**src/dda_pkg.sv**
```systemverilog
// Purpose: Shared constants, types and helpers for the incremental arithmetic modules
// Assumes: Increments are 2-bit {sign, magnitude}; sign high means negative
// Notes:   Fractions are Q1.15; remainders use a doubled scale so that half a step is exact
package dda_pkg;
  localparam int unsigned DDA_W = 16;

  // Word offsets on the register bus
  localparam logic [7:0] DDA_CTRL_OFS   = 8'h00;
  localparam logic [7:0] DDA_STAT_OFS   = 8'h04;
  localparam logic [7:0] DDA_IC_INT_OFS = 8'h08;
  localparam logic [7:0] DDA_CM_Y_OFS   = 8'h0C;
  localparam logic [7:0] DDA_IC_VX_OFS  = 8'h10;
  localparam logic [7:0] DDA_IC_VY_OFS  = 8'h14;
  localparam logic [7:0] DDA_IC_DEC_OFS = 8'h18;
  localparam logic [7:0] DDA_INT_Y_OFS  = 8'h1C;
  localparam logic [7:0] DDA_VM_X_OFS   = 8'h20;
  localparam logic [7:0] DDA_VM_Y_OFS   = 8'h24;
  localparam logic [7:0] DDA_DS_Y_OFS   = 8'h28;
  localparam logic [7:0] DDA_DEC_Y_OFS  = 8'h2C;
  localparam logic [7:0] DDA_INT_R_OFS  = 8'h30;

  // Control field positions
  localparam int unsigned DDA_CTRL_HALT_BIT = 0;
  localparam int unsigned DDA_CTRL_SUM_BIT  = 1;
  localparam int unsigned DDA_CTRL_SHIFT_LO = 4;

  // Status bit positions
  localparam int unsigned DDA_ST_INT_Y = 0;
  localparam int unsigned DDA_ST_VM_X  = 1;
  localparam int unsigned DDA_ST_VM_Y  = 2;
  localparam int unsigned DDA_ST_VM_S  = 3;

  // Reset values
  localparam logic [2:0]  DDA_SHIFT_RST = 3'h0;
  localparam logic [15:0] DDA_IC_RST    = 16'h0000;

  // Fixed-point limits, integrand scale (Q1.15) widened to 18 bits
  localparam logic signed [17:0] DDA_Y_MAX = 18'sh0_7FFF;
  localparam logic signed [17:0] DDA_Y_MIN = -18'sh0_8000;
  localparam logic signed [17:0] DDA_Y_HALF = 18'sh0_4000;
  // Remainder and addend use doubled scale: 1.0 is 2^16
  localparam logic signed [20:0] DDA_R_ONE  = 21'sh01_0000;
  localparam logic [15:0]        DDA_R_HALF = 16'h8000;

  typedef logic [1:0] dda_inc_t;

  function automatic logic signed [2:0] dda_tern(input dda_inc_t inc);
    dda_tern = inc[0] ? (inc[1] ? -3'sd1 : 3'sd1) : 3'sd0;
  endfunction

  function automatic logic dda_oor(input logic signed [17:0] v);
    dda_oor = (v > DDA_Y_MAX) || (v < DDA_Y_MIN);
  endfunction

  function automatic logic [15:0] dda_wr16(input logic [15:0] old, input logic [31:0] dat,
                                            input logic [3:0] sel);
    dda_wr16 = {sel[1] ? dat[15:8] : old[15:8], sel[0] ? dat[7:0] : old[7:0]};
  endfunction
endpackage

```
**src/dda_acc_if.sv**
```systemverilog
// Purpose: Carries addend and output increment between a unit and its remainder stage
// Assumes: Addend is in doubled scale, within one unit either side of zero
// Notes:   owner drives step, load and addend; stage answers with output and remainder
`timescale 1ns/1ps
interface dda_acc_if;
  import dda_pkg::*;
  logic               step;
  logic               load;
  logic signed [19:0] addend;
  dda_inc_t           dz;
  logic [15:0]        rem;
  modport owner (output step, output load, output addend, input dz, input rem);
  modport stage (input step, input load, input addend, output dz, output rem);
endinterface

```
**src/dda_rem_stage.sv**
```systemverilog
// Purpose: Remainder register with overflow into a signed output increment
// Assumes: Addend stays within plus or minus one unit per cycle
// Notes:   One output circuit per remainder, instanced once by each accumulating unit
`timescale 1ns/1ps
module dda_rem_stage
  import dda_pkg::*;
(
  input  wire logic clk_i,
  input  wire logic rst_i,
  dda_acc_if.stage  acc
);
  typedef struct packed {
    logic [15:0] rem;
    dda_inc_t    dz;
  } dda_rs_t;

  dda_rs_t st_ff;
  dda_rs_t nxt_st;
  logic signed [20:0] sum;

  assign acc.dz  = st_ff.dz;
  assign acc.rem = st_ff.rem;

  always_comb begin
    nxt_st = st_ff;
    sum = $signed({5'h00, st_ff.rem}) + 21'(acc.addend);
    if (acc.load) begin
      nxt_st.rem = DDA_R_HALF;
      nxt_st.dz  = 2'b00;
    end else if (acc.step) begin
      nxt_st.dz[1] = acc.addend < 0;
      if (sum >= DDA_R_ONE) begin
        nxt_st.dz[0] = 1'b1;
        nxt_st.rem = 16'(sum - DDA_R_ONE);
      end else if (sum < 0) begin
        nxt_st.dz[0] = 1'b1;
        nxt_st.rem = 16'(sum + DDA_R_ONE);
      end else begin
        nxt_st.dz[0] = 1'b0;
        nxt_st.rem = 16'(sum);
      end
    end
  end

  always_ff @(posedge clk_i) begin
    if (rst_i) begin
      st_ff <= '{rem: DDA_R_HALF, dz: 2'b00};
    end else begin
      st_ff <= nxt_st;
    end
  end
endmodule

```
**src/dda_top.sv**
```systemverilog
// Function
// - Integrand holds signed fraction reaching -1 but never +1.
// - Integrator adds ((Y plus dY) times |dX| plus half dY) signed by dX.
// - Primary increment is magnitude bit plus sign bit: +1, 0 or -1.
// - Remember last nonzero primary sign and use it when increment is zero.
// - Remainder lies in 0 to 1 and starts at one half.
// - Output increment sign equals sign of this cycle's addend.
// - Remainder plus addend at least 1 gives +1 and keeps fraction.
// - Remainder plus addend below 0 gives -1 and keeps wrapped remainder.
// - Remainder plus addend in 0 up to 1 gives no output.
// - Constant multiplier is an integrator without secondary inputs, fixed integrand.
// - Variable multiplier adds old X times dY plus new Y times dX.
// - Variable multiplier holds X, Y, their two initial values, one remainder.
// - Variable multiplier flags X, Y or addend leaving -1 to +1.
// - Digital servo sums two secondary inputs, outputs when 0 < |Y| < 1.
// - Servo output sign is primary sign times integrand sign, no remainder.
// - Global reset clears digital servo integrand.
// - Decision servo outputs for Y in (0, 1/2) or [-1/2, 0).
// - Global reset reloads decision servo integrand from its initial value.
// - At most two direct secondary inputs; more come via the summer.
// - Summer phase one forms two partial sums of three, each -3 to +3.
// - Summer phase two adds partials, -6 to +6, shifted into integrator and servo.
// - Global reset copies initial-condition registers into computing registers.
// - Each output increment is a sign line and an existence line.
// - Integrand beyond full scale raises overflow, optionally halting computation; the servo integrands here wrap without raising it.
//
// Purpose: Integrator, constant and variable multipliers, two servos and a six-input summer
// Assumes: step_i is a one-cycle strobe from the timing unit; inputs are synchronous
// Notes:   Registers over classic Wishbone, one aligned 32-bit word each
//
// The implementer's own choices: the Wishbone register port and the placing of the registers.
`timescale 1ns/1ps
module dda_top
  import dda_pkg::*;
(
  input  wire logic        clk_i,
  input  wire logic        rst_i,
  input  wire logic        step_i,
  input  wire logic        run_reset_i,
  input  wire logic        wb_cyc_i,
  input  wire logic        wb_stb_i,
  input  wire logic        wb_we_i,
  input  wire logic [7:0]  wb_adr_i,
  input  wire logic [3:0]  wb_sel_i,
  input  wire logic [31:0] wb_dat_i,
  output logic      [31:0] wb_dat_o,
  output logic             wb_ack_o,
  input  wire dda_inc_t    int_dx_i,
  input  wire dda_inc_t    int_dy1_i,
  input  wire dda_inc_t    int_dy2_i,
  input  wire dda_inc_t    cm_dx_i,
  input  wire dda_inc_t    vm_dx_i,
  input  wire dda_inc_t    vm_dy_i,
  input  wire dda_inc_t    ds_dx_i,
  input  wire dda_inc_t    ds_dy1_i,
  input  wire dda_inc_t    ds_dy2_i,
  input  wire dda_inc_t    dec_dx_i,
  input  wire dda_inc_t    dec_dy1_i,
  input  wire dda_inc_t    dec_dy2_i,
  input  wire logic [11:0] sum_dy_i,
  output dda_inc_t         int_dz_o,
  output dda_inc_t         cm_dz_o,
  output dda_inc_t         vm_dz_o,
  output dda_inc_t         ds_dz_o,
  output dda_inc_t         dec_dz_o,
  output logic             ovf_o
);
  typedef struct packed {
    logic              halt_en;
    logic              sum_en;
    logic [2:0]        shift;
    logic [3:0]        stat;
    logic              ack;
    logic [31:0]       rdat;
    logic [15:0]       ic_int;
    logic [15:0]       cm_y;
    logic [15:0]       ic_vx;
    logic [15:0]       ic_vy;
    logic [15:0]       ic_dec;
    logic signed [15:0] int_y;
    logic signed [15:0] vm_x;
    logic signed [15:0] vm_y;
    logic signed [15:0] ds_y;
    logic signed [15:0] dec_y;
    logic              int_ls;
    logic              cm_ls;
    logic signed [2:0] part1;
    logic signed [2:0] part2;
    logic signed [3:0] fin;
    logic              ph2;
    dda_inc_t          ds_dz;
    dda_inc_t          dec_dz;
    logic              ovf;
  } dda_top_t;

  dda_top_t st_ff;
  dda_top_t nxt_st;

  dda_acc_if int_acc ();
  dda_acc_if cm_acc ();
  dda_acc_if vm_acc ();

  dda_rem_stage u_int_rem (.clk_i(clk_i), .rst_i(rst_i), .acc(int_acc));
  dda_rem_stage u_cm_rem  (.clk_i(clk_i), .rst_i(rst_i), .acc(cm_acc));
  dda_rem_stage u_vm_rem  (.clk_i(clk_i), .rst_i(rst_i), .acc(vm_acc));

  assign wb_dat_o = st_ff.rdat;
  assign wb_ack_o = st_ff.ack;
  assign int_dz_o = int_acc.dz;
  assign cm_dz_o  = cm_acc.dz;
  assign vm_dz_o  = vm_acc.dz;
  assign ds_dz_o  = st_ff.ds_dz;
  assign dec_dz_o = st_ff.dec_dz;
  assign ovf_o    = st_ff.ovf;

  always_comb begin
    logic               run;
    logic               wr;
    logic               rd;
    logic signed [4:0]  shift_in;
    logic signed [4:0]  int_dyt;
    logic signed [4:0]  ds_dyt;
    logic signed [4:0]  dec_dyt;
    logic signed [17:0] int_d;
    logic signed [17:0] int_yn;
    logic signed [19:0] base;
    logic               sgn;
    logic signed [17:0] vx_n;
    logic signed [17:0] vy_n;
    logic signed [19:0] vm_s;
    logic signed [17:0] ds_n;
    logic signed [17:0] dec_n;
    logic [3:0]         ev;
    run = 1'b0;
    wr = 1'b0;
    rd = 1'b0;
    shift_in = 5'sd0;
    int_dyt = 5'sd0;
    ds_dyt = 5'sd0;
    dec_dyt = 5'sd0;
    int_d = 18'sd0;
    int_yn = 18'sd0;
    base = 20'sd0;
    sgn = 1'b0;
    vx_n = 18'sd0;
    vy_n = 18'sd0;
    vm_s = 20'sd0;
    ds_n = 18'sd0;
    dec_n = 18'sd0;
    ev = 4'h0;
    nxt_st = st_ff;

    // Halting freezes every unit together so chains stay consistent
    run = step_i && !(st_ff.halt_en && (|st_ff.stat)) && !run_reset_i;

    // Summer: phase one latches partials, phase two forms the final sum
    if (run) begin
      nxt_st.part1 = 3'(dda_tern(sum_dy_i[1:0]) + dda_tern(sum_dy_i[3:2])
                     + dda_tern(sum_dy_i[5:4]));
      nxt_st.part2 = 3'(dda_tern(sum_dy_i[7:6]) + dda_tern(sum_dy_i[9:8])
                     + dda_tern(sum_dy_i[11:10]));
    end
    nxt_st.ph2 = run;
    if (st_ff.ph2) begin
      nxt_st.fin = 4'(st_ff.part1) + 4'(st_ff.part2);
    end
    // The summer enable gates the final sum into the integrator and the digital servo
    shift_in = st_ff.sum_en ? 5'(st_ff.fin) : 5'sd0;

    // Two direct secondary inputs per unit, widened by the summer only
    int_dyt = 5'(dda_tern(int_dy1_i)) + 5'(dda_tern(int_dy2_i)) + shift_in;
    ds_dyt  = 5'(dda_tern(ds_dy1_i)) + 5'(dda_tern(ds_dy2_i)) + shift_in;
    dec_dyt = 5'(dda_tern(dec_dy1_i)) + 5'(dda_tern(dec_dy2_i));

    // Integrator: trapezoidal extrapolative addend in doubled scale
    int_d  = 18'(int_dyt) <<< st_ff.shift;
    int_yn = 18'(st_ff.int_y) + int_d;
    sgn    = int_dx_i[0] ? int_dx_i[1] : st_ff.int_ls;
    base   = (int_dx_i[0] ? 20'(int_yn) <<< 1 : 20'sd0) + 20'(int_d);
    int_acc.addend = sgn ? -base : base;
    int_acc.step   = run;
    int_acc.load   = run_reset_i;
    ev[DDA_ST_INT_Y] = run && dda_oor(int_yn);

    // Constant multiplier: same path, integrand never incremented
    sgn  = cm_dx_i[0] ? cm_dx_i[1] : st_ff.cm_ls;
    base = cm_dx_i[0] ? 20'($signed(st_ff.cm_y)) <<< 1 : 20'sd0;
    cm_acc.addend = sgn ? -base : base;
    cm_acc.step   = run;
    cm_acc.load   = run_reset_i;

    // Variable multiplier: old X by dY plus new Y by dX, one remainder
    vx_n = 18'(st_ff.vm_x) + (18'(dda_tern(vm_dx_i)) <<< st_ff.shift);
    vy_n = 18'(st_ff.vm_y) + (18'(dda_tern(vm_dy_i)) <<< st_ff.shift);
    vm_s = 20'(dda_tern(vm_dy_i)) * 20'(st_ff.vm_x)
         + 20'(dda_tern(vm_dx_i)) * 20'(vy_n);
    vm_acc.addend = vm_s <<< 1;
    vm_acc.step   = run;
    vm_acc.load   = run_reset_i;
    ev[DDA_ST_VM_X] = run && dda_oor(vx_n);
    ev[DDA_ST_VM_Y] = run && dda_oor(vy_n);
    ev[DDA_ST_VM_S] = run && dda_oor(18'(vm_s));

    ds_n  = 18'(st_ff.ds_y) + (18'(ds_dyt) <<< st_ff.shift);
    dec_n = 18'(st_ff.dec_y) + (18'(dec_dyt) <<< st_ff.shift);

    if (run_reset_i) begin
      nxt_st.int_y  = st_ff.ic_int;
      nxt_st.vm_x   = st_ff.ic_vx;
      nxt_st.vm_y   = st_ff.ic_vy;
      nxt_st.ds_y   = 16'sh0000;
      nxt_st.dec_y  = st_ff.ic_dec;
      nxt_st.ds_dz  = 2'b00;
      nxt_st.dec_dz = 2'b00;
      nxt_st.fin    = 4'sd0;
    end else if (run) begin
      // Wrap within the word; integrator and multiplier excursions are reported, servo ones are not, none clamped
      nxt_st.int_y = int_yn[15:0];
      nxt_st.vm_x  = vx_n[15:0];
      nxt_st.vm_y  = vy_n[15:0];
      nxt_st.ds_y  = ds_n[15:0];
      nxt_st.dec_y = dec_n[15:0];
      if (int_dx_i[0]) nxt_st.int_ls = int_dx_i[1];
      if (cm_dx_i[0]) nxt_st.cm_ls = cm_dx_i[1];
      // Servos act on the integrand held at the start of the cycle
      nxt_st.ds_dz[0] = ds_dx_i[0] && (st_ff.ds_y != 16'sh0000)
                        && (st_ff.ds_y != 16'sh8000);
      nxt_st.ds_dz[1] = ds_dx_i[1] ^ st_ff.ds_y[15];
      nxt_st.dec_dz[0] = dec_dx_i[0]
        && ((18'(st_ff.dec_y) > 18'sd0 && 18'(st_ff.dec_y) < DDA_Y_HALF)
         || (18'(st_ff.dec_y) < 18'sd0 && 18'(st_ff.dec_y) >= -DDA_Y_HALF));
      nxt_st.dec_dz[1] = dec_dx_i[1] ^ st_ff.dec_y[15];
    end

    // Wishbone classic slave, one wait state, ack drops after one cycle
    wr = wb_cyc_i && wb_stb_i && wb_we_i && !st_ff.ack;
    rd = wb_cyc_i && wb_stb_i && !wb_we_i && !st_ff.ack;
    nxt_st.ack  = wb_cyc_i && wb_stb_i && !st_ff.ack;
    nxt_st.rdat = 32'h0000_0000;
    if (wr) begin
      if (wb_adr_i == DDA_CTRL_OFS) begin
        if (wb_sel_i[0]) begin
          nxt_st.halt_en = wb_dat_i[DDA_CTRL_HALT_BIT];
          nxt_st.sum_en  = wb_dat_i[DDA_CTRL_SUM_BIT];
          nxt_st.shift   = wb_dat_i[DDA_CTRL_SHIFT_LO +: 3];
        end
      end else if (wb_adr_i == DDA_STAT_OFS) begin
        if (wb_sel_i[0]) nxt_st.stat = st_ff.stat & ~wb_dat_i[3:0];
      end else if (wb_adr_i == DDA_IC_INT_OFS) begin
        nxt_st.ic_int = dda_wr16(st_ff.ic_int, wb_dat_i, wb_sel_i);
      end else if (wb_adr_i == DDA_CM_Y_OFS) begin
        nxt_st.cm_y = dda_wr16(st_ff.cm_y, wb_dat_i, wb_sel_i);
      end else if (wb_adr_i == DDA_IC_VX_OFS) begin
        nxt_st.ic_vx = dda_wr16(st_ff.ic_vx, wb_dat_i, wb_sel_i);
      end else if (wb_adr_i == DDA_IC_VY_OFS) begin
        nxt_st.ic_vy = dda_wr16(st_ff.ic_vy, wb_dat_i, wb_sel_i);
      end else if (wb_adr_i == DDA_IC_DEC_OFS) begin
        nxt_st.ic_dec = dda_wr16(st_ff.ic_dec, wb_dat_i, wb_sel_i);
      end
    end
    // Sticky overflow: a new event wins over a clear in the same cycle
    nxt_st.stat = nxt_st.stat | ev;
    // Registered copy keeps the pin glitch free and in step with status
    nxt_st.ovf  = |nxt_st.stat;
    if (rd) begin
      if (wb_adr_i == DDA_CTRL_OFS) begin
        nxt_st.rdat = {24'h00_0000, 1'b0, st_ff.shift, 2'b00, st_ff.sum_en, st_ff.halt_en};
      end else if (wb_adr_i == DDA_STAT_OFS) begin
        nxt_st.rdat = {28'h000_0000, st_ff.stat};
      end else if (wb_adr_i == DDA_IC_INT_OFS) begin
        nxt_st.rdat = {16'h0000, st_ff.ic_int};
      end else if (wb_adr_i == DDA_CM_Y_OFS) begin
        nxt_st.rdat = {16'h0000, st_ff.cm_y};
      end else if (wb_adr_i == DDA_IC_VX_OFS) begin
        nxt_st.rdat = {16'h0000, st_ff.ic_vx};
      end else if (wb_adr_i == DDA_IC_VY_OFS) begin
        nxt_st.rdat = {16'h0000, st_ff.ic_vy};
      end else if (wb_adr_i == DDA_IC_DEC_OFS) begin
        nxt_st.rdat = {16'h0000, st_ff.ic_dec};
      end else if (wb_adr_i == DDA_INT_Y_OFS) begin
        nxt_st.rdat = {16'h0000, st_ff.int_y};
      end else if (wb_adr_i == DDA_VM_X_OFS) begin
        nxt_st.rdat = {16'h0000, st_ff.vm_x};
      end else if (wb_adr_i == DDA_VM_Y_OFS) begin
        nxt_st.rdat = {16'h0000, st_ff.vm_y};
      end else if (wb_adr_i == DDA_DS_Y_OFS) begin
        nxt_st.rdat = {16'h0000, st_ff.ds_y};
      end else if (wb_adr_i == DDA_DEC_Y_OFS) begin
        nxt_st.rdat = {16'h0000, st_ff.dec_y};
      end else if (wb_adr_i == DDA_INT_R_OFS) begin
        nxt_st.rdat = {16'h0000, int_acc.rem};
      end
    end
  end

  always_ff @(posedge clk_i) begin
    if (rst_i) begin
      st_ff <= '0;
      st_ff.shift  <= DDA_SHIFT_RST;
      st_ff.ic_int <= DDA_IC_RST;
      st_ff.cm_y   <= DDA_IC_RST;
      st_ff.ic_vx  <= DDA_IC_RST;
      st_ff.ic_vy  <= DDA_IC_RST;
      st_ff.ic_dec <= DDA_IC_RST;
    end else begin
      st_ff <= nxt_st;
    end
  end
endmodule

```
**config.mk**
```make
export PLATFORM = sky130hd
export DESIGN_NAME = dda_top
export DESIGN_NICKNAME = d
export VERILOG_FILES = /design/src/dda_pkg.sv /design/src/dda_acc_if.sv /design/src/dda_rem_stage.sv /design/src/dda_top.sv
export SDC_FILE = /design/constraint.sdc
export NUM_CORES = 1
export LEC_CHECK = 0
export BUFFER_PORTS_ARGS = -buffer_cell sky130_fd_sc_hd__buf_4
export CELL_PAD_IN_SITES_DETAIL_PLACEMENT = 2
export CELL_PAD_IN_SITES_GLOBAL_PLACEMENT = 2
export CORE_MARGIN = 4
export CORE_UTILIZATION = 28
export CTS_CLUSTER_SIZE = 28
export DETAILED_ROUTE_END_ITERATION = 6
export GPL_ROUTABILITY_DRIVEN = 0
export PLACE_DENSITY = 0.77
export SKIP_LAST_GASP = 1
export SLEW_MARGIN = 20
export SYNTH_ARGS = -nofsm -noshare
export SYNTH_HDL_FRONTEND = slang
export SYNTH_HIERARCHICAL = 1
export SYNTH_SLANG_ARGS = --single-unit
```
**constraint.sdc**
```tcl
create_clock -name clk_i -period 7.5 [get_ports clk_i]
set_input_delay 0.375 -clock clk_i [delete_from_list [all_inputs] [get_ports clk_i]]
set_output_delay 0.375 -clock clk_i [all_outputs]
set_load 0.01 [all_outputs]
```
==> results of run 1 <==
## metal layers
layer	wire (um)	vias up
li1	-	10900
met1	43900	12100
met2	50500	566
met3	4750	194
met4	4070	6
met5	34	-
## power by group through the flow
stage	clock network, W	logic, W	registers (W)
after floorplan	0	0.00154	0.00148
after CTS	0.00198	0.00241	0.00149
after global routing	0.00204	0.00307	0.00149
after global placement	0	0.00219	0.00151
after detailed placement	0	0.00230	0.00152
final	0.00194	0.00283	0.00149
## cells in the final DEF, fill, tap and decap left out, types with 14 or more instances in the layout
| master | count |
|---|---|
| sky130_fd_sc_hd__nor2_1 | 343 |
| sky130_fd_sc_hd__buf_4 | 284 |
| sky130_fd_sc_hd__nand2_1 | 271 |
| sky130_fd_sc_hd__dfxtp_1 | 255 |
| sky130_fd_sc_hd__a21oi_1 | 214 |
| sky130_fd_sc_hd__ha_1 | 165 |
| sky130_fd_sc_hd__inv_1 | 164 |
| sky130_fd_sc_hd__mux2i_1 | 121 |
| sky130_fd_sc_hd__o21ai_0 | 94 |
| sky130_fd_sc_hd__xnor2_1 | 90 |
| sky130_fd_sc_hd__fa_1 | 88 |
| sky130_fd_sc_hd__and2_1 | 65 |
| sky130_fd_sc_hd__nand2b_1 | 54 |
| sky130_fd_sc_hd__nor3_1 | 53 |
| sky130_fd_sc_hd__nand3_1 | 52 |
| sky130_fd_sc_hd__a21o_1 | 47 |
| sky130_fd_sc_hd__a211oi_1 | 43 |
| sky130_fd_sc_hd__xor2_1 | 40 |
| sky130_fd_sc_hd__clkbuf_16 | 38 |
| sky130_fd_sc_hd__o21a_1 | 37 |
| sky130_fd_sc_hd__and3_1 | 33 |
| sky130_fd_sc_hd__a221oi_1 | 28 |
| sky130_fd_sc_hd__a21oi_2 | 26 |
| sky130_fd_sc_hd__a31oi_1 | 26 |
| sky130_fd_sc_hd__a22oi_1 | 26 |
| sky130_fd_sc_hd__ha_4 | 25 |
| sky130_fd_sc_hd__nand3b_1 | 24 |
| sky130_fd_sc_hd__o211ai_1 | 23 |
| sky130_fd_sc_hd__a22o_1 | 19 |
| sky130_fd_sc_hd__conb_1 | 18 |
| sky130_fd_sc_hd__nand4_1 | 16 |
| sky130_fd_sc_hd__o21ai_1 | 15 |
| sky130_fd_sc_hd__nor2b_1 | 15 |
| sky130_fd_sc_hd__or3_1 | 14 |
| sky130_fd_sc_hd__o21bai_1 | 14 |
| sky130_fd_sc_hd__o31ai_1 | 14 |
## cell type report
class                   count  area, um^2
diodes                      4        10.0
clock buffers              45        1030
clock inverters            22         283
fillers                  9553       54700
inverters                 168         633
multi-input cells        2418       18400
flip-flops and latches    258        5180
well taps                1134        1420
repair buffers            288        2190
## cell families after synthesis
family	after synthesis
AOI/OAI and AO/OA	792
xor gates and xnor gates	144
adders and majority gates	289
buffers and inverters	326
DFF	258
muxes	131
other	1
and+or+nand+nor	1044
## worst min-delay path: stages
cell	delay, ns
sky130_fd_sc_hd__buf_4	0.11
sky130_fd_sc_hd__nand3_1	0.05
sky130_fd_sc_hd__a21oi_1	0.05
## repair_timing
item | CTS | global route
hold buffers | 0 | 0
gates resized for setup | 67 | 158
endpoints found under the setup margin | 9 | 18
buffers inserted | 8 | 34
pin swaps | 25 | 95
## synthesized netlist by cell type (all sizes together), types with 54 or more instances
| master | count | area, um^2 |
|---|---|---|
| a211oi | 62 | 510 |
| a21oi | 246 | 1240 |
| and2 | 72 | 450 |
| buf | 54 | 349 |
| clkbuf | 104 | 390 |
| dfxtp | 258 | 5160 |
| fa | 93 | 1860 |
| ha | 196 | 2450 |
| inv | 165 | 619 |
| mux2i | 124 | 1240 |
| nand2 | 277 | 1040 |
| nand2b | 54 | 338 |
| nand3 | 56 | 280 |
| nor2 | 358 | 1340 |
| nor3 | 64 | 350 |
| o21ai | 120 | 601 |
| xnor2 | 100 | 876 |
## registers in the layout, indices dropped and copies added, names as in the netlist, 2 cells and up
register           flops
ds_dz_o                2
dec_dz_o               2
u_int_rem/acc.dz       2
u_vm_rem/acc.dz        2
u_cm_rem/acc.dz        2
st_ff                182
u_int_rem/acc.rem     16
wb_dat_o              16
u_vm_rem/acc.rem      16
u_cm_rem/acc.rem      16
## per-stage QoR
step / std cells / total power [W] / setup TNS [ns] / worst slack, ns
finish: 4337 / 0.00626 / -0.152 / -0.0659
floorplan: 3002 / 0.00302 / 0 / 0.235
global route: 4333 / 0.00660 / -2.09 / -0.334
global placement: 4224 / 0.00371 / 0 / 0.0216
CTS: 4299 / 0.00588 / 0 / 0.00773
detailed placement: 4224 / 0.00382 / -1.49 / -0.325
## final timing paths
| kind | from | to | cells after the start |
|---|---|---|---|
| max | st_ff[218] | u_int_rem/acc.rem[13] | 35 |
| min | ds_dx_i[0] | ds_dz_o[0] | 3 |
| max reg2reg | st_ff[218] | u_int_rem/acc.rem[13] | 35 |
| min reg2reg | dec_dz_o[0] | dec_dz_o[0] | 2 |
==> impl_metrics.xml, run 1 <==
<?xml version="1.0" encoding="UTF-8"?>
<metrics>
  <group name="power_and_ir_drop">
    <metric name="internal_power" unit="W">0.00379</metric>
    <metric name="comb_power_share" unit="%">45.2</metric>
    <metric name="largest_vdd_supply_drop" unit="mV">0.152</metric>
    <metric name="p_seq_share" unit="%">23.8</metric>
    <metric name="pd_cells" unit="nW/um^2">215</metric>
    <metric name="power.net_switching" unit="W">0.00247</metric>
    <metric name="power_leakage" unit="nW">11.9</metric>
    <metric name="clock_power_share" unit="%">31.0</metric>
    <metric name="switching_share" unit="%">39.4</metric>
  </group>
  <group name="sta">
    <metric name="timing_hold_violations_final" unit="">0</metric>
    <metric name="rsz_0062_raised_after_global_routing" unit="">true</metric>
    <metric name="clock-skew-final" unit="ns">0.0406</metric>
    <metric name="max_freq" unit="MHz">132</metric>
    <metric name="worst_slack" unit="ns">-0.0659</metric>
    <metric name="slew_headroom" unit="%">22.9</metric>
    <metric name="hold_slack" unit="ns">0.0702</metric>
    <metric name="worst-slew-pin-transition" unit="ns">1.15</metric>
    <metric name="final.period_utilization" unit="%">101</metric>
    <metric name="drv_slew" unit="">0</metric>
    <metric name="period_minus_slack" unit="ns">7.57</metric>
    <metric name="final-setup-viol-count" unit="">3</metric>
  </group>
  <group name="grt">
    <metric name="global_route.usage.met3" unit="%">3.16</metric>
    <metric name="grt_max_degree" unit="">73</metric>
    <metric name="overflow" unit="">0</metric>
    <metric name="antenna_found_initial" unit="">7</metric>
    <metric name="grt_pass1_vias" unit="">25400</metric>
    <metric name="groute.layer.met1.usage" unit="%">26.4</metric>
    <metric name="grt_util_met2" unit="%">37.2</metric>
    <metric name="grt_first_pass_wirelength" unit="um">150000</metric>
    <metric name="busiest_layer" unit="">met2</metric>
    <metric name="globalRouteTotalUtil" unit="%">21.1</metric>
  </group>
  <group name="die">
    <metric name="fp.dieArea" unit="um^2">89400</metric>
    <metric name="fp.dieH" unit="um">299</metric>
    <metric name="initial_utilization" unit="%">28.3</metric>
    <metric name="dieWidth" unit="um">299</metric>
    <metric name="core_region_area" unit="um^2">83800</metric>
    <metric name="floorplan.io_pins" unit="">131</metric>
    <metric name="rows" unit="">106</metric>
  </group>
  <group name="synthesis">
    <metric name="synth.area.mux_share" unit="%">5.57</metric>
    <metric name="number_of_flops_mapped_to_enable_cells_by_yosys" unit="">0</metric>
    <metric name="largest_family_of_logic_cells_by_synthesized_area" unit="">compound AO/OA/AOI/OAI gates</metric>
    <metric name="synth.yosys.warnings" unit="">6</metric>
    <metric name="ys_dominant_reg_cell" unit="">sky130_fd_sc_hd__dfxtp_1</metric>
    <metric name="synth-xor-area-share" unit="%">5.32</metric>
    <metric name="proportion_of_register_bits_with_asynchronous_set_or_reset_after_synthesis" unit="%">0</metric>
    <metric name="synth_area" unit="um^2">23700</metric>
    <metric name="synthCells" unit="">2985</metric>
    <metric name="flops_latches_synth" unit="">258</metric>
    <metric name="avgSynthCellArea" unit="um^2">7.95</metric>
    <metric name="synth.lib_cells_used.distinct" unit="">88</metric>
    <metric name="area_share_of_fa_ha_maj_cells_after_synthesis" unit="%">18.2</metric>
    <metric name="synth_compound_gate_area_share" unit="%">22.5</metric>
    <metric name="simple_logic_cell_fraction_of_the_synthesized_area" unit="%">20.8</metric>
    <metric name="yosysSeqAreaShare" unit="%">21.8</metric>
  </group>
  <group name="clock_tree">
    <metric name="clock_sink_count" unit="">258</metric>
    <metric name="cts.path.max_buffers" unit="">3</metric>
    <metric name="worstSkewPairLatency" unit="ns">0.58</metric>
    <metric name="htree_num_levels" unit="">2</metric>
    <metric name="cts_tree" unit="">done</metric>
    <metric name="cts_made_buffers" unit="">37</metric>
    <metric name="cts_root_buffer" unit="">sky130_fd_sc_hd__clkbuf_16</metric>
    <metric name="worst_setup_hold_path_clk_slew" unit="ns">0.06</metric>
  </group>
  <group name="cells_and_area">
    <metric name="num-nets-final" unit="">3547</metric>
    <metric name="post_route_cells_drive_above_1_share" unit="%">18.2</metric>
    <metric name="final_util" unit="%">34.8</metric>
    <metric name="final_design_area_no_fill" unit="um^2">29100</metric>
    <metric name="area_growth" unit="%">22.9</metric>
  </group>
  <group name="critical_path">
    <metric name="family_with_the_most_delay_on_the_worst_path" unit="">simple AND/OR/NAND/NOR gates</metric>
    <metric name="timing.critical_path.slowest_cell_delay" unit="ns">0.58</metric>
    <metric name="cp-end-kind" unit="">flip-flop</metric>
    <metric name="crit_fanout" unit="">5</metric>
    <metric name="critPathSlowestCell" unit="">sky130_fd_sc_hd__or4b_4</metric>
    <metric name="critical_path.n_buffers_inverters" unit="">4</metric>
    <metric name="worst_ep_arrival_time" unit="ns">8.04</metric>
    <metric name="critPathLaunchType" unit="">flip-flop</metric>
    <metric name="cp.required" unit="ns">7.98</metric>
    <metric name="regToRegSetupSlack" unit="ns">-0.07</metric>
    <metric name="criticalPathCategory" unit="">reg2reg</metric>
  </group>
  <group name="detailed_routing">
    <metric name="final_antenna_net_count" unit="">0</metric>
    <metric name="dr.first_iter.drc_count" unit="">1598</metric>
    <metric name="drt-pass1-iter-count" unit="">6</metric>
    <metric name="finalWirelength" unit="um">103000</metric>
    <metric name="drt-vias-per-instance" unit="">5.49</metric>
    <metric name="drt-wirelength-per-cell" unit="um">23.8</metric>
    <metric name="detailroute.via_count" unit="">23800</metric>
    <metric name="route.detailed.drc" unit="">0</metric>
  </group>
  <group name="placement">
    <metric name="port_buffers" unit="">96</metric>
    <metric name="post_place_cell_area" unit="um^2">26300</metric>
    <metric name="place_hpwl" unit="um">74300</metric>
  </group>
  <group name="outcome">
    <metric name="outcome" unit="">finished with violations</metric>
    <metric name="failed_checks" unit="">negative setup slack</metric>
  </group>
  <group name="job">
    <metric name="max_cap_viol_count" unit="">0</metric>
  </group>
  <group name="worst_hold_path">
    <metric name="min-delay-path-class" unit="">in2reg</metric>
  </group>
</metrics>
No activity file was read; power rests on OpenSTA's default activity.
==> inputs of run 2 (changes only) <==
--- a/config.mk
+++ b/config.mk
@@ -9,11 +9,11 @@
 export CELL_PAD_IN_SITES_DETAIL_PLACEMENT = 2
 export CELL_PAD_IN_SITES_GLOBAL_PLACEMENT = 2
 export CORE_MARGIN = 4
-export CORE_UTILIZATION = 28
+export CORE_UTILIZATION = 34
 export CTS_CLUSTER_SIZE = 28
 export DETAILED_ROUTE_END_ITERATION = 6
 export GPL_ROUTABILITY_DRIVEN = 0
-export PLACE_DENSITY = 0.77
+export PLACE_DENSITY = 0.88
 export SKIP_LAST_GASP = 1
 export SLEW_MARGIN = 20
 export SYNTH_ARGS = -nofsm -noshare
==> run 2 against run 1 <==
  * The flow finishes with violations (design-rule violations, negative setup slack)
  * Clock power rose by 4%
  * Maximum frequency fell by 7.9%
  * Die area fell by 17%
  * Power rose by 11%
  * First-iteration DRC count rose by 77%
  * Critical endpoint unchanged
  * Largest cell class unchanged
==> impl_metrics.xml, run 2 (synthesized netlist as in run 1, its figures left out) <==
<?xml version="1.0" encoding="UTF-8"?>
<metrics>
  <group name="detailed_routing">
    <metric name="detailroute.via_count" unit="">27900</metric>
    <metric name="dr.first_iter.drc_count" unit="">2822</metric>
    <metric name="drt-pass1-iter-count" unit="">7</metric>
    <metric name="route.detailed.drc" unit="">12</metric>
    <metric name="drt-wirelength-per-cell" unit="um">35.5</metric>
    <metric name="drt-vias-per-instance" unit="">6.70</metric>
    <metric name="final_antenna_net_count" unit="">0</metric>
    <metric name="finalWirelength" unit="um">148000</metric>
  </group>
  <group name="die">
    <metric name="initial_utilization" unit="%">34.5</metric>
    <metric name="dieWidth" unit="um">272</metric>
    <metric name="fp.dieH" unit="um">272</metric>
    <metric name="fp.dieArea" unit="um^2">74000</metric>
    <metric name="rows" unit="">96</metric>
    <metric name="core_region_area" unit="um^2">68800</metric>
    <metric name="floorplan.io_pins" unit="">131</metric>
  </group>
  <group name="grt">
    <metric name="grt_pass1_vias" unit="">30100</metric>
    <metric name="grt_max_degree" unit="">70</metric>
    <metric name="globalRouteTotalUtil" unit="%">34.4</metric>
    <metric name="grt_first_pass_wirelength" unit="um">197000</metric>
    <metric name="overflow" unit="">0</metric>
    <metric name="antenna_found_initial" unit="">11</metric>
  </group>
  <group name="clock_tree">
    <metric name="clock_sink_count" unit="">258</metric>
    <metric name="cts_tree" unit="">done</metric>
    <metric name="cts_root_buffer" unit="">sky130_fd_sc_hd__clkbuf_16</metric>
    <metric name="htree_num_levels" unit="">2</metric>
    <metric name="cts_made_buffers" unit="">37</metric>
    <metric name="cts.path.max_buffers" unit="">3</metric>
    <metric name="worst_setup_hold_path_clk_slew" unit="ns">0.07</metric>
    <metric name="worstSkewPairLatency" unit="ns">0.61</metric>
    <metric name="ctsHoldBuffers" unit="">0</metric>
  </group>
  <group name="placement">
    <metric name="port_buffers" unit="">96</metric>
    <metric name="place_hpwl" unit="um">82700</metric>
  </group>
  <group name="outcome">
    <metric name="outcome" unit="">finished with violations</metric>
    <metric name="failed_checks" unit="">design-rule violations, negative setup slack</metric>
  </group>
  <group name="cells_and_area">
    <metric name="layout_commonest_cell" unit="">sky130_fd_sc_hd__nor2_1</metric>
    <metric name="post_route_cells_drive_above_1_share" unit="%">21.1</metric>
    <metric name="final_util" unit="%">42.9</metric>
    <metric name="reg_with_most_ffs" unit="">st_ff</metric>
    <metric name="largest_reg_flops" unit="">182</metric>
    <metric name="layout.cells.most_common_list" unit="">sky130_fd_sc_hd__nor2_1, sky130_fd_sc_hd__buf_4, sky130_fd_sc_hd__nand2_1</metric>
    <metric name="num-nets-final" unit="">3569</metric>
    <metric name="area_growth" unit="%">24.5</metric>
  </group>
  <group name="critical_path">
    <metric name="criticalPathCategory" unit="">reg2reg</metric>
    <metric name="cp.required" unit="ns">7.94</metric>
    <metric name="cp-end-kind" unit="">flip-flop</metric>
    <metric name="timing.critical_path.slowest_cell_delay" unit="ns">0.52</metric>
    <metric name="critPathSlowestCell" unit="">sky130_fd_sc_hd__fa_2</metric>
    <metric name="worst_setup_path_endpoint" unit="">u_int_rem/acc.rem[13]</metric>
    <metric name="regToRegSetupSlack" unit="ns">-0.72</metric>
    <metric name="worst_ep_arrival_time" unit="ns">8.66</metric>
    <metric name="reg2reg_to" unit="">u_int_rem/acc.rem[13]</metric>
    <metric name="rr_worst_depth" unit="">31</metric>
    <metric name="critical-path-top-cell-by-count" unit="">sky130_fd_sc_hd__buf_4</metric>
    <metric name="rr_startpoint" unit="">st_ff[218]</metric>
    <metric name="critical_path.n_buffers_inverters" unit="">3</metric>
    <metric name="critPathLaunchType" unit="">flip-flop</metric>
    <metric name="family_with_the_most_delay_on_the_worst_path" unit="">adder cells</metric>
    <metric name="path_depth" unit="">31</metric>
    <metric name="crit_path_start" unit="">st_ff[218]</metric>
    <metric name="crit_fanout" unit="">5</metric>
  </group>
  <group name="sta">
    <metric name="slew_headroom" unit="%">20.2</metric>
    <metric name="period_minus_slack" unit="ns">8.22</metric>
    <metric name="final.period_utilization" unit="%">110</metric>
    <metric name="max_freq" unit="MHz">122</metric>
    <metric name="worst_slack" unit="ns">-0.719</metric>
    <metric name="timing_hold_violations_final" unit="">0</metric>
    <metric name="final-setup-viol-count" unit="">16</metric>
    <metric name="drv_slew" unit="">0</metric>
    <metric name="totalNegativeSetupSlack" unit="ns">-6.09</metric>
    <metric name="rsz_0062_raised_after_global_routing" unit="">true</metric>
    <metric name="clock-skew-final" unit="ns">0.0476</metric>
    <metric name="worst-slew-pin-transition" unit="ns">1.18</metric>
  </group>
  <group name="worst_hold_path">
    <metric name="min-delay-path-class" unit="">in2reg</metric>
  </group>
  <group name="job">
    <metric name="max_cap_viol_count" unit="">0</metric>
  </group>
  <group name="power_and_ir_drop">
    <metric name="power_leakage" unit="nW">12.2</metric>
    <metric name="largest_vdd_supply_drop" unit="mV">0.225</metric>
    <metric name="pd_cells" unit="nW/um^2">236</metric>
  </group>
</metrics>
-- run 2: worst min-delay path by stage --
stage	start	cells past startpoint	to
finish	ds_dx_i[0]	3	ds_dz_o[0]
detailed placement	dec_dz_o[0]	2	dec_dz_o[0]
CTS	dec_dx_i[0]	3	dec_dz_o[0]
global route	ds_dx_i[0]	3	ds_dz_o[0]
floorplan	dec_dz_o[0]	2	dec_dz_o[0]
global placement	dec_dz_o[0]	2	dec_dz_o[0]
-- run 2: power breakdown --
group | switching (W) | internal (W) | leakage, nW
Combinational | 0.00212 | 0.00133 | 9.48
Clock | 0.000853 | 0.00115 | 0.641
Sequential | 0.0000920 | 0.00142 | 2.09
-- run 2: metal layers --
layer	global-route usage, %	vias to the layer above	routed length [um]
met5	0	-	50
li1	-	11000	-
met3	7.08	1110	12400
met4	25.8	6	17100
met1	36.3	13700	48700
met2	60.5	2042	69300
-- run 2: worst reg2reg max path: cells and delay by family, from the launching register on --
kind	cells	cell delay, ns
xor gates and xnor gates	2	0.36
adders and majority gates	6	2.37
DFF	1	0.43
AOI/OAI and AO/OA	9	2.20
buffers and inverters	3	0.51
and+or+nand+nor	10	1.87
muxes	1	0.34
-- run 2: layout make-up --
class | instances | area, um^2
diodes | 8 | 20.0
clock buffers | 46 | 1020
clock inverters | 21 | 278
fillers | 7505 | 39300
inverters | 168 | 636
multi-input cells | 2418 | 18900
flip-flops and latches | 258 | 5170
well taps | 931 | 1160
repair buffers | 310 | 2360
-- run 2: per-stage QoR --
| stage | hold WS, ns | total power (W) | cell area, um^2 | worst slack, ns | cells |
|---|---|---|---|---|---|
| final | 0.0800 | 0.00696 | 29500 | -0.719 | 4160 |
| after global routing | 0.0931 | 0.00713 | 29500 | -0.750 | 4155 |
| after CTS | 0.0656 | 0.00618 | 28300 | -0.0111 | 4117 |
| after detailed placement | 0.461 | 0.00390 | 26100 | -0.788 | 4028 |
| after global placement | 0.441 | 0.00366 | 26100 | 0.0402 | 4028 |
| after floorplan | 0.432 | 0.00302 | 23800 | 0.235 | 3002 |
-- run 2: repair_timing --
item	CTS	global route
buffers inserted	22	35
setup endpoints to repair	16	20
pin swaps	51	121
gates resized for setup	140	197
==> inputs of run 3 (changes only) <==
==> constraint.sdc (replaced) <==
create_clock -name clk_i -period 7.5 [get_ports clk_i]
set_input_delay 0.75 -clock clk_i [delete_from_list [all_inputs] [get_ports clk_i]]
set_output_delay 0.75 -clock clk_i [all_outputs]
set_load 0.01 [all_outputs]
==> run 3 against run 2 <==
  * The flow finishes with violations (negative setup slack)
  * Maximum frequency is 3.5% higher
  * Non-clock buffer count is 59 higher
  * Critical path depth is 2 higher
  * Combinational power is 4% higher
  * Critical path type unchanged
  * Critical endpoint is now u_int_rem/acc.dz[0]
==> impl_metrics.xml, run 3 (synthesized netlist as in run 1, its figures left out) <==
<?xml version="1.0" encoding="UTF-8"?>
<metrics>
  <group name="job">
    <metric name="max_cap_viol_count" unit="">0</metric>
  </group>
  <group name="grt">
    <metric name="grt_pass1_vias" unit="">30300</metric>
    <metric name="grt_max_degree" unit="">70</metric>
    <metric name="overflow" unit="">0</metric>
    <metric name="globalRouteTotalUtil" unit="%">33.9</metric>
    <metric name="grt_first_pass_wirelength" unit="um">194000</metric>
    <metric name="antenna_found_initial" unit="">6</metric>
  </group>
  <group name="sta">
    <metric name="slew_headroom" unit="%">21.5</metric>
    <metric name="rsz_0062_raised_after_global_routing" unit="">true</metric>
    <metric name="max_freq" unit="MHz">126</metric>
    <metric name="period_minus_slack" unit="ns">7.94</metric>
    <metric name="worst_slack" unit="ns">-0.440</metric>
    <metric name="clock-skew-final" unit="ns">0.0434</metric>
    <metric name="final.period_utilization" unit="%">106</metric>
    <metric name="timing_hold_violations_final" unit="">0</metric>
    <metric name="hold_slack" unit="ns">0.453</metric>
    <metric name="final-setup-viol-count" unit="">16</metric>
    <metric name="drv_slew" unit="">0</metric>
    <metric name="worst-slew-pin-transition" unit="ns">1.17</metric>
  </group>
  <group name="clock_tree">
    <metric name="cts_tree" unit="">done</metric>
    <metric name="worstSkewPairLatency" unit="ns">0.59</metric>
    <metric name="cts.path.max_buffers" unit="">3</metric>
    <metric name="cts_root_buffer" unit="">sky130_fd_sc_hd__clkbuf_16</metric>
    <metric name="htree_num_levels" unit="">2</metric>
    <metric name="clock_sink_count" unit="">258</metric>
    <metric name="ctsHoldBuffers" unit="">0</metric>
    <metric name="worst_setup_hold_path_clk_slew" unit="ns">0.06</metric>
    <metric name="cts_made_buffers" unit="">35</metric>
  </group>
  <group name="cells_and_area">
    <metric name="num-nets-final" unit="">3626</metric>
    <metric name="reg_with_most_ffs" unit="">st_ff</metric>
    <metric name="layout.cells.most_common_list" unit="">sky130_fd_sc_hd__buf_4, sky130_fd_sc_hd__nor2_1, sky130_fd_sc_hd__nand2_1</metric>
    <metric name="final_design_area_no_fill" unit="um^2">29800</metric>
    <metric name="layout_commonest_cell" unit="">sky130_fd_sc_hd__buf_4</metric>
    <metric name="area_growth" unit="%">25.8</metric>
    <metric name="final_util" unit="%">43.3</metric>
    <metric name="post_route_cells_drive_above_1_share" unit="%">22.7</metric>
    <metric name="largest_reg_flops" unit="">182</metric>
  </group>
  <group name="detailed_routing">
    <metric name="dr.first_iter.drc_count" unit="">2899</metric>
    <metric name="detailroute.via_count" unit="">27800</metric>
    <metric name="drt-pass1-iter-count" unit="">6</metric>
    <metric name="route.detailed.drc" unit="">0</metric>
    <metric name="final_antenna_net_count" unit="">0</metric>
    <metric name="finalWirelength" unit="um">147000</metric>
    <metric name="drt-vias-per-instance" unit="">6.61</metric>
    <metric name="drt-wirelength-per-cell" unit="um">35.0</metric>
  </group>
  <group name="placement">
    <metric name="dp_worst_setup_slack" unit="ns">-0.865</metric>
    <metric name="place_hpwl" unit="um">84100</metric>
    <metric name="port_buffers" unit="">96</metric>
    <metric name="post_place_cell_area" unit="um^2">26600</metric>
  </group>
  <group name="critical_path">
    <metric name="worst_ep_arrival_time" unit="ns">8.41</metric>
    <metric name="criticalPathCategory" unit="">reg2reg</metric>
    <metric name="critPathLaunchType" unit="">flip-flop</metric>
    <metric name="cp.required" unit="ns">7.97</metric>
    <metric name="rr_startpoint" unit="">st_ff[218]</metric>
    <metric name="critPathSlowestCell" unit="">sky130_fd_sc_hd__fa_2</metric>
    <metric name="cp-end-kind" unit="">flip-flop</metric>
    <metric name="timing.critical_path.slowest_cell_delay" unit="ns">0.51</metric>
    <metric name="crit_path_start" unit="">st_ff[218]</metric>
    <metric name="crit_fanout" unit="">5</metric>
  </group>
  <group name="worst_hold_path">
    <metric name="min-delay-start" unit="">ds_dx_i[0]</metric>
    <metric name="min-delay-path-class" unit="">in2reg</metric>
  </group>
  <group name="power_and_ir_drop">
    <metric name="power_leakage" unit="nW">12.4</metric>
    <metric name="power_total" unit="W">0.00681</metric>
    <metric name="pd_cells" unit="nW/um^2">228</metric>
    <metric name="largest_vdd_supply_drop" unit="mV">0.136</metric>
  </group>
  <group name="die">
    <metric name="fp.dieArea" unit="um^2">74000</metric>
    <metric name="initial_utilization" unit="%">34.5</metric>
    <metric name="core_region_area" unit="um^2">68800</metric>
    <metric name="dieWidth" unit="um">272</metric>
    <metric name="floorplan.io_pins" unit="">131</metric>
    <metric name="rows" unit="">96</metric>
    <metric name="fp.dieH" unit="um">272</metric>
  </group>
  <group name="outcome">
    <metric name="failed_checks" unit="">negative setup slack</metric>
    <metric name="outcome" unit="">finished with violations</metric>
  </group>
</metrics>
-- run 3: area by class of cell --
cell class	count	area [um^2]
multi-input combinational	2418	19000
sequential	258	5180
inverter	168	636
antenna	4	10.0
fill	7526	39000
clock buffer	49	958
clock inverter	11	86.3
timing repair buffer	369	2820
tap	931	1160
-- run 3: worst paths after layout --
kind | depth (start not counted) | slack (ns) | to
worst max-delay path | 33 | -0.44 | u_int_rem/acc.dz[0]
worst min-delay path | 3 | 0.45 | ds_dz_o[0]
worst max register to register | 33 | -0.44 | u_int_rem/acc.dz[0]
worst min register to register | 2 | 0.47 | ds_dz_o[0]
-- run 3: metal layers --
layer  track usage, %  vias up  wire (um)
li1                 -    11100          -
met1             35.1    13800      49200
met2             59.9     1936      69800
met3             7.74      991      12200
met4             25.2        6      15900
met5                0        -         44
-- run 3: repair_timing --
action,in CTS,in global routing
resized for setup,108,245
setup endpoints to repair,18,19
setup buffers,12,38
pin swaps,53,164
-- run 3: power by group --
group          total [W]  switching, W  leakage [nW]  internal [W]
Sequential       0.00151     0.0000911          2.09       0.00142
Combinational    0.00359       0.00213          9.75       0.00146
Clock            0.00172      0.000789         0.516      0.000928
Total            0.00681       0.00301          12.4       0.00381
-- run 3: worst max-delay path, delay by kind of cell, from the launching register on --
kind | cells | cell delay [ns]
buffers and inverters | 2 | 0.36
XOR/XNOR | 4 | 0.91
AND/OR/NAND/NOR | 8 | 1.48
AO/OA/AOI/OAI | 13 | 2.38
adder cells (fa/ha/maj) | 6 | 2.28
flip-flops | 1 | 0.39
-- run 3: through the flow --
stage,setup TNS (ns),std cells
after detailed placement,-8.84,4095
final,-3.66,4208
after CTS,-0.00401,4167
after floorplan,0,3002
after global placement,-1.15,4095
after global routing,-5.97,4204
